==> src/design/mul_tst_pkg.sv <==
// Package: opcodes, addressing constants and phase encoding for the multiply/test unit
package mul_tst_pkg;
   localparam logic [7:0]  OPC_MULLIT     = 8'h0D;   // 0000_1101 kkkkkkkk
   localparam logic [6:0]  OPC_MULFILE    = 7'h01;   // 0000_001a ffffffff
   localparam logic [6:0]  OPC_TSTZ       = 7'h33;   // 0110_011a ffffffff
   localparam logic [7:0]  IDX_LIMIT      = 8'h5F;   // Indexed offset range top
   localparam logic [7:0]  ACC_SPLIT      = 8'h60;   // Access bank low/high split
   localparam logic [3:0]  ACC_HI_BANK    = 4'hF;
   localparam logic [3:0]  ACC_LO_BANK    = 4'h0;
   localparam logic [7:0]  PROD_RST       = 8'h00;
   localparam int          DADDR_W        = 12;
   typedef enum logic [1:0] {
      PH_DECODE  = 2'b00,
      PH_READ    = 2'b01,
      PH_PROCESS = 2'b10,
      PH_WRITE   = 2'b11
   } phase_t;
   typedef enum logic [1:0] {
      ST_RUN   = 2'b00,
      ST_FLUSH = 2'b01,
      ST_FLUSH2 = 2'b10
   } exec_t;
endpackage

==> src/design/multiply_and_test_skip_instr.sv <==
// Execution unit for literal multiply, file multiply and test-zero-skip
// Notes on behaviour
// - Literal multiply: W times 8-bit literal
// - File multiply: unsigned W times memory operand
// - 16-bit product split high/low bytes
// - W and memory operand never written
// - Multiplies leave all status flags alone
// - Zero product does not touch zero flag
// - Operand: 8-bit address plus bank selector
// - Selector 0 uses access bank
// - Selector 1 takes bank from select register
// - Extended set, selector 0, f<=95: indexed
// - Zero test discards prefetch, runs one no-op, two if next word is two-word
`timescale 1ns/10ps
module multiply_and_test_skip_instr (
   // Clock and reset
   input  wire logic                           mclk,
   input  wire logic                           sys_rst,
   // Instruction from fetch
   input  wire logic [15:0]                    instr_word,
   input  wire logic                           instr_valid,
   input  wire logic                           next_is_two_word,
   // Core state
   input  wire logic [7:0]                     w_reg,
   input  wire logic [3:0]                     bank_select_register,
   input  wire logic [mul_tst_pkg::DADDR_W-1:0] index_base,
   input  wire logic                           ext_set_en,
   // Data memory
   output logic [mul_tst_pkg::DADDR_W-1:0]     dmem_addr,
   output logic                                dmem_rd,
   input  wire logic [7:0]                     dmem_rdata,
   // Results
   output logic [7:0]                          product_high_byte,
   output logic [7:0]                          product_low_byte,
   output logic                                prod_we,
   output logic                                flush_prefetch,
   output logic                                busy,
   output mul_tst_pkg::phase_t                 phase,
   output logic                                status_we
);
   import mul_tst_pkg::*;

   phase_t              ph_r, ph_nxt;
   exec_t               st_r, st_nxt;
   logic [15:0]         ir_r, ir_nxt;
   logic                iv_r, iv_nxt;
   logic                two_r, two_nxt;
   logic [7:0]          op_r, op_nxt;
   logic [7:0]          ph_hi_r, ph_hi_nxt, pl_r, pl_nxt;
   logic                pwe_r, pwe_nxt;
   logic                fl_r, fl_nxt;
   logic [DADDR_W-1:0]  addr_r, addr_nxt;
   logic                is_mlit, is_mfile, is_tst, acc_sel;
   logic [7:0]          faddr;
   logic [15:0]         prod;

   assign is_mlit  = iv_r && (ir_r[15:8] == OPC_MULLIT) && (st_r == ST_RUN);
   assign is_mfile = iv_r && (ir_r[15:9] == OPC_MULFILE) && (st_r == ST_RUN);
   assign is_tst   = iv_r && (ir_r[15:9] == OPC_TSTZ) && (st_r == ST_RUN);
   // Operand fields come from the word being taken, so the address is ready in READ
   assign acc_sel  = instr_word[8];
   assign faddr    = instr_word[7:0];
   // Unsigned product; W is only read here
   assign prod     = is_mlit ? ({8'h00, w_reg} * {8'h00, ir_r[7:0]})
                             : ({8'h00, w_reg} * {8'h00, op_r});

   // Operand address resolution
   // Held outside decode so the read address cannot follow a later word
   always_comb begin
      addr_nxt = addr_r;
      if (ph_r == PH_DECODE) begin
         if (acc_sel) begin
            addr_nxt = {bank_select_register, faddr};
         end else if (ext_set_en && (faddr <= IDX_LIMIT)) begin
            addr_nxt = index_base + {{(DADDR_W-8){1'b0}}, faddr};
         end else if (faddr < ACC_SPLIT) begin
            addr_nxt = {ACC_LO_BANK, faddr};
         end else begin
            addr_nxt = {ACC_HI_BANK, faddr};
         end
      end
   end

   // Phase, sequence and result next-state
   always_comb begin
      ph_nxt    = phase_t'(ph_r + 2'd1);
      st_nxt    = st_r;
      ir_nxt    = ir_r;
      iv_nxt    = iv_r;
      two_nxt   = two_r;
      op_nxt    = op_r;
      ph_hi_nxt = ph_hi_r;
      pl_nxt    = pl_r;
      pwe_nxt   = 1'b0;
      fl_nxt    = 1'b0;
      case (ph_r)
         PH_DECODE: begin
            if (st_r == ST_RUN) begin
               ir_nxt  = instr_word;
               iv_nxt  = instr_valid;
               two_nxt = next_is_two_word;
            end else begin
               iv_nxt = 1'b0;
            end
         end
         PH_READ: begin
            op_nxt = dmem_rdata;
         end
         PH_PROCESS: begin
         end
         PH_WRITE: begin
            if (is_mlit || is_mfile) begin
               ph_hi_nxt = prod[15:8];
               pl_nxt    = prod[7:0];
               pwe_nxt   = 1'b1;
            end
            case (st_r)
               ST_RUN: begin
                  if (is_tst && (op_r == 8'h00)) begin
                     st_nxt = two_r ? ST_FLUSH2 : ST_FLUSH;
                     fl_nxt = 1'b1;
                  end
               end
               ST_FLUSH2: st_nxt = ST_FLUSH;
               ST_FLUSH:  st_nxt = ST_RUN;
               default:   st_nxt = ST_RUN;
            endcase
         end
         default: ph_nxt = PH_DECODE;
      endcase
   end

   always_ff @(posedge mclk or posedge sys_rst) begin
      if (sys_rst) begin
         ph_r    <= PH_DECODE;
         st_r    <= ST_RUN;
         ir_r    <= 16'h0000;
         iv_r    <= 1'b0;
         two_r   <= 1'b0;
         op_r    <= 8'h00;
         ph_hi_r <= PROD_RST;
         pl_r    <= PROD_RST;
         pwe_r   <= 1'b0;
         fl_r    <= 1'b0;
         addr_r  <= '0;
      end else begin
         ph_r    <= ph_nxt;
         st_r    <= st_nxt;
         ir_r    <= ir_nxt;
         iv_r    <= iv_nxt;
         two_r   <= two_nxt;
         op_r    <= op_nxt;
         ph_hi_r <= ph_hi_nxt;
         pl_r    <= pl_nxt;
         pwe_r   <= pwe_nxt;
         fl_r    <= fl_nxt;
         addr_r  <= addr_nxt;
      end
   end

   assign dmem_addr         = addr_r;
   // Read only in the read phase; no write strobe exists, so memory is never modified
   assign dmem_rd           = (ph_r == PH_READ) && (is_mfile || is_tst);
   assign product_high_byte = ph_hi_r;
   assign product_low_byte  = pl_r;
   assign prod_we           = pwe_r;
   assign flush_prefetch    = fl_r;
   assign busy              = (st_r != ST_RUN);
   assign phase             = ph_r;
   // None of these instructions updates flags, zero product included
   assign status_we         = 1'b0;

   // Assertions
   product_value_a: assert property (@(posedge mclk) disable iff (sys_rst)
      (ph_r == PH_WRITE && is_mlit) |=>
      ({ph_hi_r, pl_r} == {8'h00, $past(w_reg)} * {8'h00, $past(ir_r[7:0])}))
      else $error("literal product wrong");

   lit_no_read_a: assert property (@(posedge mclk) disable iff (sys_rst)
      (ph_r == PH_READ && is_mlit) |-> !dmem_rd)
      else $error("literal multiply read memory");

   file_product_a: assert property (@(posedge mclk) disable iff (sys_rst)
      (ph_r == PH_WRITE && is_mfile) |=>
      ({ph_hi_r, pl_r} == {8'h00, $past(w_reg)} * {8'h00, $past(op_r)}))
      else $error("file product wrong");

   file_read_a: assert property (@(posedge mclk) disable iff (sys_rst)
      (ph_r == PH_READ && is_mfile) |-> dmem_rd)
      else $error("file operand not read");

   op_capture_a: assert property (@(posedge mclk) disable iff (sys_rst)
      (ph_r == PH_READ && dmem_rd) |=> op_r == $past(dmem_rdata))
      else $error("operand not captured");

   split_bytes_a: assert property (@(posedge mclk) disable iff (sys_rst)
      pwe_r |-> (ph_hi_r == $past(prod[15:8]) && pl_r == $past(prod[7:0])))
      else $error("product bytes misplaced");

   prod_pulse_a: assert property (@(posedge mclk) disable iff (sys_rst)
      prod_we |=> !prod_we)
      else $error("product strobe too long");

   hold_prod_a: assert property (@(posedge mclk) disable iff (sys_rst)
      !pwe_r |-> $stable(ph_hi_r) && $stable(pl_r))
      else $error("product changed without write");

   prod_only_mul_a: assert property (@(posedge mclk) disable iff (sys_rst)
      prod_we |-> $past(is_mlit || is_mfile))
      else $error("product written by other op");

   tst_no_prod_a: assert property (@(posedge mclk) disable iff (sys_rst)
      (ph_r == PH_WRITE && is_tst) |=> !prod_we && $stable(product_low_byte))
      else $error("test wrote product");

   no_flags_a: assert property (@(posedge mclk) disable iff (sys_rst) !status_we)
      else $error("status written");

   zero_flag_a: assert property (@(posedge mclk) disable iff (sys_rst)
      (pwe_r && {ph_hi_r, pl_r} == 16'h0000) |-> !status_we)
      else $error("zero product flagged");

   addr_stable_a: assert property (@(posedge mclk) disable iff (sys_rst)
      (ph_r != PH_DECODE) |=> $stable(addr_r))
      else $error("operand address moved");

   access_low_a: assert property (@(posedge mclk) disable iff (sys_rst)
      (ph_r == PH_DECODE && !acc_sel && !ext_set_en && faddr < ACC_SPLIT) |=>
      addr_r == {ACC_LO_BANK, $past(faddr)})
      else $error("low access address wrong");

   access_high_a: assert property (@(posedge mclk) disable iff (sys_rst)
      (ph_r == PH_DECODE && !acc_sel && faddr >= ACC_SPLIT) |=>
      addr_r == {ACC_HI_BANK, $past(faddr)})
      else $error("high access address wrong");

   bank_addr_a: assert property (@(posedge mclk) disable iff (sys_rst)
      (ph_r == PH_DECODE && acc_sel) |=>
      addr_r == {$past(bank_select_register), $past(faddr)})
      else $error("bank address wrong");

   indexed_addr_a: assert property (@(posedge mclk) disable iff (sys_rst)
      (ph_r == PH_DECODE && !acc_sel && ext_set_en && faddr <= IDX_LIMIT) |=>
      addr_r == $past(index_base) + {{(DADDR_W-8){1'b0}}, $past(faddr)})
      else $error("indexed address wrong");

   skip_flush_a: assert property (@(posedge mclk) disable iff (sys_rst)
      (ph_r == PH_WRITE && is_tst && op_r == 8'h00 && !two_r) |=>
      (fl_r && busy) ##1 busy [*3] ##1 !busy)
      else $error("skip missing");

   flush_pulse_a: assert property (@(posedge mclk) disable iff (sys_rst)
      fl_r |=> !fl_r)
      else $error("flush strobe too long");

   busy_cause_a: assert property (@(posedge mclk) disable iff (sys_rst)
      $rose(busy) |-> fl_r)
      else $error("busy without flush");

   refuse_busy_a: assert property (@(posedge mclk) disable iff (sys_rst)
      (busy && ph_r == PH_DECODE) |=> !iv_r)
      else $error("word taken while flushing");

   skip_nop_a: assert property (@(posedge mclk) disable iff (sys_rst)
      (busy && ph_r == PH_WRITE) |=> !prod_we && !fl_r)
      else $error("flushed cycle did work");

   phase_cycle_a: assert property (@(posedge mclk) disable iff (sys_rst)
      (ph_r == PH_DECODE) |=> ph_r == PH_READ ##1 ph_r == PH_PROCESS ##1 ph_r == PH_WRITE)
      else $error("phase order broken");

   phase_wrap_a: assert property (@(posedge mclk) disable iff (sys_rst)
      (ph_r == PH_WRITE) |=> ph_r == PH_DECODE)
      else $error("phase did not wrap");

   rd_phase_a: assert property (@(posedge mclk) disable iff (sys_rst)
      dmem_rd |-> ph_r == PH_READ)
      else $error("read outside read phase");

   decode_take_a: assert property (@(posedge mclk) disable iff (sys_rst)
      (ph_r == PH_DECODE && !busy) |=> ir_r == $past(instr_word))
      else $error("instruction not taken");

   noskip_a: assert property (@(posedge mclk) disable iff (sys_rst)
      (ph_r == PH_WRITE && is_tst && op_r != 8'h00) |=> !fl_r && !busy)
      else $error("nonzero test skipped");

   lit_one_cycle_a: assert property (@(posedge mclk) disable iff (sys_rst)
      (ph_r == PH_WRITE && (is_mlit || is_mfile)) |=> !busy)
      else $error("multiply took extra cycle");

   two_first_a: assert property (@(posedge mclk) disable iff (sys_rst)
      (ph_r == PH_WRITE && is_tst && op_r == 8'h00 && two_r) |=> st_r == ST_FLUSH2)
      else $error("two-word skip not entered");

   two_state_a: assert property (@(posedge mclk) disable iff (sys_rst)
      (st_r == ST_FLUSH2 && ph_r == PH_WRITE) |=> st_r == ST_FLUSH)
      else $error("second no-op missing");

   two_flush_a: assert property (@(posedge mclk) disable iff (sys_rst)
      (ph_r == PH_WRITE && is_tst && op_r == 8'h00 && two_r) |=> busy [*8] ##1 !busy)
      else $error("two-word skip short");

   cov_mlit: cover property (@(posedge mclk) disable iff (sys_rst) is_mlit && pwe_nxt);
   cov_mfile: cover property (@(posedge mclk) disable iff (sys_rst) is_mfile && pwe_nxt);
   cov_skip: cover property (@(posedge mclk) disable iff (sys_rst) fl_r && st_r == ST_FLUSH);
   cov_skip2: cover property (@(posedge mclk) disable iff (sys_rst) st_r == ST_FLUSH2);
   cov_noskip: cover property (@(posedge mclk) disable iff (sys_rst)
      ph_r == PH_WRITE && is_tst && op_r != 8'h00);
endmodule

==> config.mk <==
export PLATFORM = sky130hd
export DESIGN_NAME = multiply_and_test_skip_instr
export DESIGN_NICKNAME = d
export VERILOG_FILES = /design/src/design/mul_tst_pkg.sv /design/src/design/multiply_and_test_skip_instr.sv
export SDC_FILE = /design/constraint.sdc
export NUM_CORES = 1
export LEC_CHECK = 0
export BUFFER_PORTS_ARGS = -buffer_cell sky130_fd_sc_hd__buf_2
export CELL_PAD_IN_SITES_DETAIL_PLACEMENT = 1
export CELL_PAD_IN_SITES_GLOBAL_PLACEMENT = 1
export CORE_UTILIZATION = 50
export DETAILED_ROUTE_END_ITERATION = 8
export GPL_TIMING_DRIVEN = 0
export PLACE_DENSITY = 0.84
export SLEW_MARGIN = 20
export SYNTH_ARGS = -nofsm -noshare
export SYNTH_HDL_FRONTEND = slang
export SYNTH_SLANG_ARGS = --single-unit
==> constraint.sdc <==
create_clock -name mclk -period 14.05 [get_ports mclk]
set_clock_uncertainty 0.1 [all_clocks]
set_input_delay 2.1075 -clock mclk [delete_from_list [all_inputs] [get_ports mclk]]
set_output_delay 2.1075 -clock mclk [all_outputs]
set_load 0.1 [all_outputs]
# Word-level counts from Yosys, hierarchy flattened
# Index checks and enable logic that the tools add are counted.
dict set report word_totals {
  regBits 60
  latch_bits 0
  mem_bits_rw 0
  rom_bits 0
  inputBits 53
  out_inout_bits 35
  mem_count 0
}
dict set report op_classes {
  n_addsub 2
  multipliers 2
  div_mod_pow 0
  order_cmp 2
  eq_ne 7
  shifts 0
  n_mux 13
  bitwise_logic 0
  n_reduce_logical 18
}
# operator n
set ops {}
lappend ops {{two-way mux 12 bit} 3}
lappend ops {{multiplier 8 x 8 -> 16 bit} 2}
lappend ops {{two-way mux 16 bit} 1}
lappend ops {{adder 12 x 8 -> 12 bit} 1}
lappend ops {{logical AND 1 bit} 9}
lappend ops {{== test 8 x 4 -> 1 bit (second input constant)} 1}
lappend ops {{<= comparator 8 x 7 -> 1 bit (second input constant)} 1}
lappend ops {{logical NOT 8 bit} 1}
lappend ops {{< comparator 8 x 7 -> 1 bit (second input constant)} 1}
lappend ops {{== test 7 x 1 -> 1 bit (second input constant)} 1}
lappend ops {{== test 7 x 6 -> 1 bit (second input constant)} 1}
lappend ops {{two-way mux 1 bit} 6}
lappend ops {{AND reduction 2 bit} 3}
lappend ops {{== test 2 bit (second input constant)} 2}
lappend ops {{logical NOT 2 bit} 2}
lappend ops {{two-way mux 2 bit} 2}
lappend ops {{case mux 2 bit (2 select lines)} 1}
lappend ops {{adder 2 x 1 -> 2 bit (second input constant)} 1}
lappend ops {{== test 2 x 1 -> 1 bit (second input constant)} 1}
lappend ops {{logical OR 1 bit} 2}
lappend ops {{inequality test 2 x 1 -> 1 bit (second input constant)} 1}
lappend ops {{nonzero test 2 bit} 1}

# Logic depth before layout (Yosys ltp)
dict set report logic_depth {
  word_depth 7
  depth_mapped 17
  ltp_nobuf 16
}

# Worst setup path after synthesis
# Ideal clock, no wire load.
dict set report synth_timing {
  path_type {input to register}
  startpoint {input w_reg[0]}
  endpoint {register ph_hi_r[6], in the netlist product_high_byte[6]}
  setup_time_ns 0.104
  t_arrival_ns 6.238
  slack_ns 7.608
  stages 16
  path_cell_list {clkbuf_1 > nand2_1 > fa_1 > fa_1 > inv_1 > fa_1 > inv_1 > fa_1 > inv_1 > ha_1 > and3_1 > a221o_1 > or2_2 > a31oi_1 > xor2_1 > a221oi_1}
}
dict set report synth_between {
  elab_chain_len 2
  word_cells_on_any_way 3
  cone_classes {2 x mul; 1 x mux}
}
# element line_no
set synth_lines {}
lappend synth_lines {{start: declaration} multiply_and_test_skip_instr.sv:24} ;# input wire logic [7:0] w_reg,
lappend synth_lines {{multiplier 8 x 8 -> 16 bit (on tied branches)} {multiply_and_test_skip_instr.sv:65, multiply_and_test_skip_instr.sv:64}}
lappend synth_lines {{two-way mux 16 bit *} multiply_and_test_skip_instr.sv:64} ;# assign prod = is_mlit ? ({8'h00, w_reg} * {8'h00, ir_r[7:0]})
lappend synth_lines {{end signal: assignment} multiply_and_test_skip_instr.sv:153} ;# ph_hi_r <= ph_hi_nxt;
lappend synth_lines {{end: declaration} multiply_and_test_skip_instr.sv:49} ;# logic [7:0] ph_hi_r, ph_hi_nxt, pl_r, pl_nxt;
# Every way passes the cells marked *; elsewhere a longest branch is shown, timed or not.
# A chain may end at the register's enable or synchronous reset.

# Final worst setup path
dict set report layout_timing {
  startpoint {input w_reg[2]}
  endpoint {register ph_hi_r[2], in the netlist product_high_byte[2]}
}
# Same word-level chain as after synthesis.

==> run summary <==
vias in the first global route: 6969
total power: 1.08 mW
FP Rows: 43
Worst path slowest cell: fa_1
CP Class: input port to register
setup bufs post-CTS: 0
first-pass GRT wire length: 36500 um
Req. time, crit path: 14180 ps
Die Y: 123 um
Cell Area, Synth: 7370 sq um
Clk pwr share: 24.5%
CP peak stage delay: 550 ps
design area: 8390 sq um
vias: 6367
clk root buf: clkbuf_16
sequential fraction of the synthesis area: 20.4%
CTS buffer count: 9
Synthesis Warnings: 0
post-synthesis xor/xnor area fraction: 2.14%
worst path cell trace: buf_2 -> clkbuf_1 -> nand2_1 -> fa_1 -> fa_1 -> inv_1 -> fa_1 -> inv_1 -> fa_1 -> inv_1 -> ha_1 -> and3_1 -> a221o_1 -> o22ai_1 -> xor2_1 -> nand3_1 -> o221a_2
R2R cell count: 16
worst path buffer plus inverter count: 5
DRC: 0
drt via density: 5.88
detailed placement HPWL: 17900 um
Starting Density: 52.1%
Pwr per Cell Area: 129 nW/um^2
largest net degree at the start of global routing: 50
CP top delay family: adder cells
Syn Area/Cell: 9.21 sq um
die area: 15200 sq um
switching share of power: 45.6%
Routability Congestion: 0.879
grt ovf: 0
worst-margin pin slew: 677 ps
period utilization: 50.2%
Clock Sinks: 60
min Tclk post-route: 7060 ps
Final ANT Viol Nets: 0
sequential power share: 17.9%
Max Cap Viol: 0
number of register bits inferred by synthesis: 60
Top cell by count, worst path: fa_1
Setup TNS Final: 0 ps
Hold/Removal Path Class: register to register
Gates resized, CTS repair: 0
clk slew on worst S/H paths: 60 ps
Final Non-Filler Cells: 1082
Post-DP Area: 8050 sq um
CTS tree: yes
CP Depth: 17
multiplexer share of the synthesized area: 5.21%
Ports: 88
main combinational cell family by area after synthesis: adder cells
crit path max fanout: 10
async set-or-reset flop fraction in the synthesized netlist: 100%
FF-to-FF Start: op_r[6]
initial antenna violation count: 1
drt total wl: 22900 um
# setup viols final: 0
DRT Pass-1 Iters: 4
power share of the combinational group: 57.6%
post-placement cell count: 1066
Lkg Pwr: 4.15 nW
die width: 123 um
P&R area growth vs syn: 13.9%
latest clock arrival within the worst-skew pair: 350 ps
Synth Area in Compound Gates: 11.6%
IR drop worst, VDD: 0.0558 mV
H-tree Lvls: 3
post-synthesis simple-gate area fraction: 19.4%
fmax: 0.142 GHz
EDFF count, synth: 0
Yosys cell types: 60
syn nets: 1009
worst hold endpoint: dmem_addr[1]
Clock Path Buffers: 2
adder-cell share of the synthesized area: 33.9%
Mapped Cells: 800
number of fill cells: 1694
R2R Path End: product_high_byte[2]
Hold Fails Final Rpt: 0
IO buf count: 85
Slew headroom: 54.4%
Core Area: 14100 sq um
Internal Pwr Total: 0.590 mW
n_diodes: 0
Worst setup SP type: input port
DR WL/cell: 21.2 um
GRT Total Usage: 32.5%
crit end category: register
max-slew violation count: 0
Initial DRC Count: 387
status: finished, final reports clean
layout cell share with drive strength beyond 1: 16.2%
RSZ-0062 raised after global routing: no
reg2reg setup slack: 8670 ps
Critical Path AT: 7190 ps
P_sw: 0.494 mW
Hold Startpoint: dmem_addr[1]
nets: 1106
hold_buf cts: 0
Synth Flop Type: dfrtp_1
hold path cells: 1
## layout make-up
class	instances	area, sq um	share of cell area (%)
sequential	60	1500	17.9
clock buffer	10	229	2.73
tap	180	225	2.68
timing repair buffer	86	453	5.40
inverter	107	404	4.82
clock inverter	6	113	1.34
multi-input combinational	603	5330	63.5
buffer	30	135	1.61
## per-layer routing
| layer | up-vias | part of all wire (%) | global-route usage, % |
|---|---|---|---|
| li1 | 2861 | - | - |
| met1 | 3248 | 43 | 40.6 |
| met2 | 186 | 50 | 55.0 |
| met3 | 70 | 4.2 | 5.03 |
| met4 | 2 | 3.5 | 15.1 |
| met5 | - | 0.057 | 0 |
## worst max path at each step
stage,endpoint,slack (ps),startpoint
floorplan,product_high_byte[6],7610,w_reg[0]
global placement,product_high_byte[6],6840,w_reg[0]
detailed placement,product_high_byte[6],6770,w_reg[0]
CTS,product_high_byte[2],7020,w_reg[1]
global route,product_high_byte[2],6820,w_reg[1]
finish,product_high_byte[2],6990,w_reg[2]
## cell usage after synthesis, types with 3 or more instances
library cell,n,area [sq um]
nand2_1,52,195
inv_1,107,402
dfrtp_1,60,1500
a21oi_1,30,150
xor2_1,6,52.6
nand3_1,13,65.1
a41oi_1,3,26.3
a31oi_1,12,75.1
nor2b_1,12,75.1
o21a_1,8,60.1
nand2b_1,4,25.0
and3_1,5,31.3
or3_1,3,18.8
nor2_1,33,124
xnor2_1,12,105
clkbuf_1,24,90.1
a211oi_1,8,60.1
o211ai_1,5,37.5
fa_1,73,1460
and2_1,106,663
buf_2,3,15.0
ha_1,83,1040
or2_2,3,18.8
o31a_1,3,26.3
mux2i_1,8,80.1
a21o_1,8,60.1
o21ai_0,38,190
nor3_1,10,50.1
mux2_2,27,304
o21bai_1,4,30.0
## worst register-to-register path, stage by stage, from the launching register on
cell      delay [ps]
dfrtp_1          320
clkbuf_1         420
nand2_1          160
fa_1             520
fa_1             550
inv_1             60
fa_1             530
inv_1             60
fa_1             540
inv_1             40
ha_1             340
and3_1           170
a221o_1          440
o22ai_1          280
xor2_1           440
nand3_1          150
o221a_2          150
## flip-flops by register name, summed over array words and instances, names as in the netlist
name / cells
prod_we: 1
flush_prefetch: 1
dmem_addr: 12
phase: 2
product_high_byte: 8
product_low_byte: 8
st_r: 2
iv_r: 1
op_r: 8
ir_r: 16
two_r: 1
## kinds of logic (layout without fill, tap and decap cells)
logic type | Yosys count | after routing
AND/OR/NAND/NOR | 258 | 258
buffers and inverters | 137 | 239
multiplexers | 35 | 35
adder cells (fa/ha/maj) | 156 | 156
flip-flops | 60 | 60
AO/OA/AOI/OAI | 135 | 135
other | 1 | 1
XOR/XNOR | 18 | 18
## power by group through the flow
stage | clock, mW | combinational, mW | sequential [mW]
2_1_floorplan | 0 | 0.397 | 0.238
3_3_place_gp | 0 | 0.569 | 0.196
3_5_place_dp | 0 | 0.600 | 0.197
4_1_cts | 0.268 | 0.619 | 0.194
5_1_grt | 0.274 | 0.686 | 0.195
6_report | 0.266 | 0.624 | 0.194
## cell usage in the layout (no fill, tap or decap), types with 5 or more instances in the layout
cell type    n
a21o_1       8
mux2_2      27
and2_1     106
clkbuf_16    9
mux2i_1      8
nor2b_1     12
xor2_1       6
nand2_1     52
a21oi_1     30
clkbuf_1    25
fa_1        73
inv_1      106
o21a_1       8
buf_2       88
nand3_1     13
dfrtp_1     60
a211oi_1     8
nor3_1      10
a31oi_1     12
o21ai_0     38
ha_1        83
o211ai_1     5
xnor2_1     12
and3_1       5
nor2_1      33
## per-stage QoR
stage               util (%)  setup slack (ps)  hold WS [ps]
CTS                     59.3              7020           411
floorplan                  -              7610           373
global placement        56.7              6840           384
detailed placement      56.9              6770           398
finish                  59.3              6990           411
global route            59.3              6820           422
Note: power is estimated with default switching activity, not from simulation.
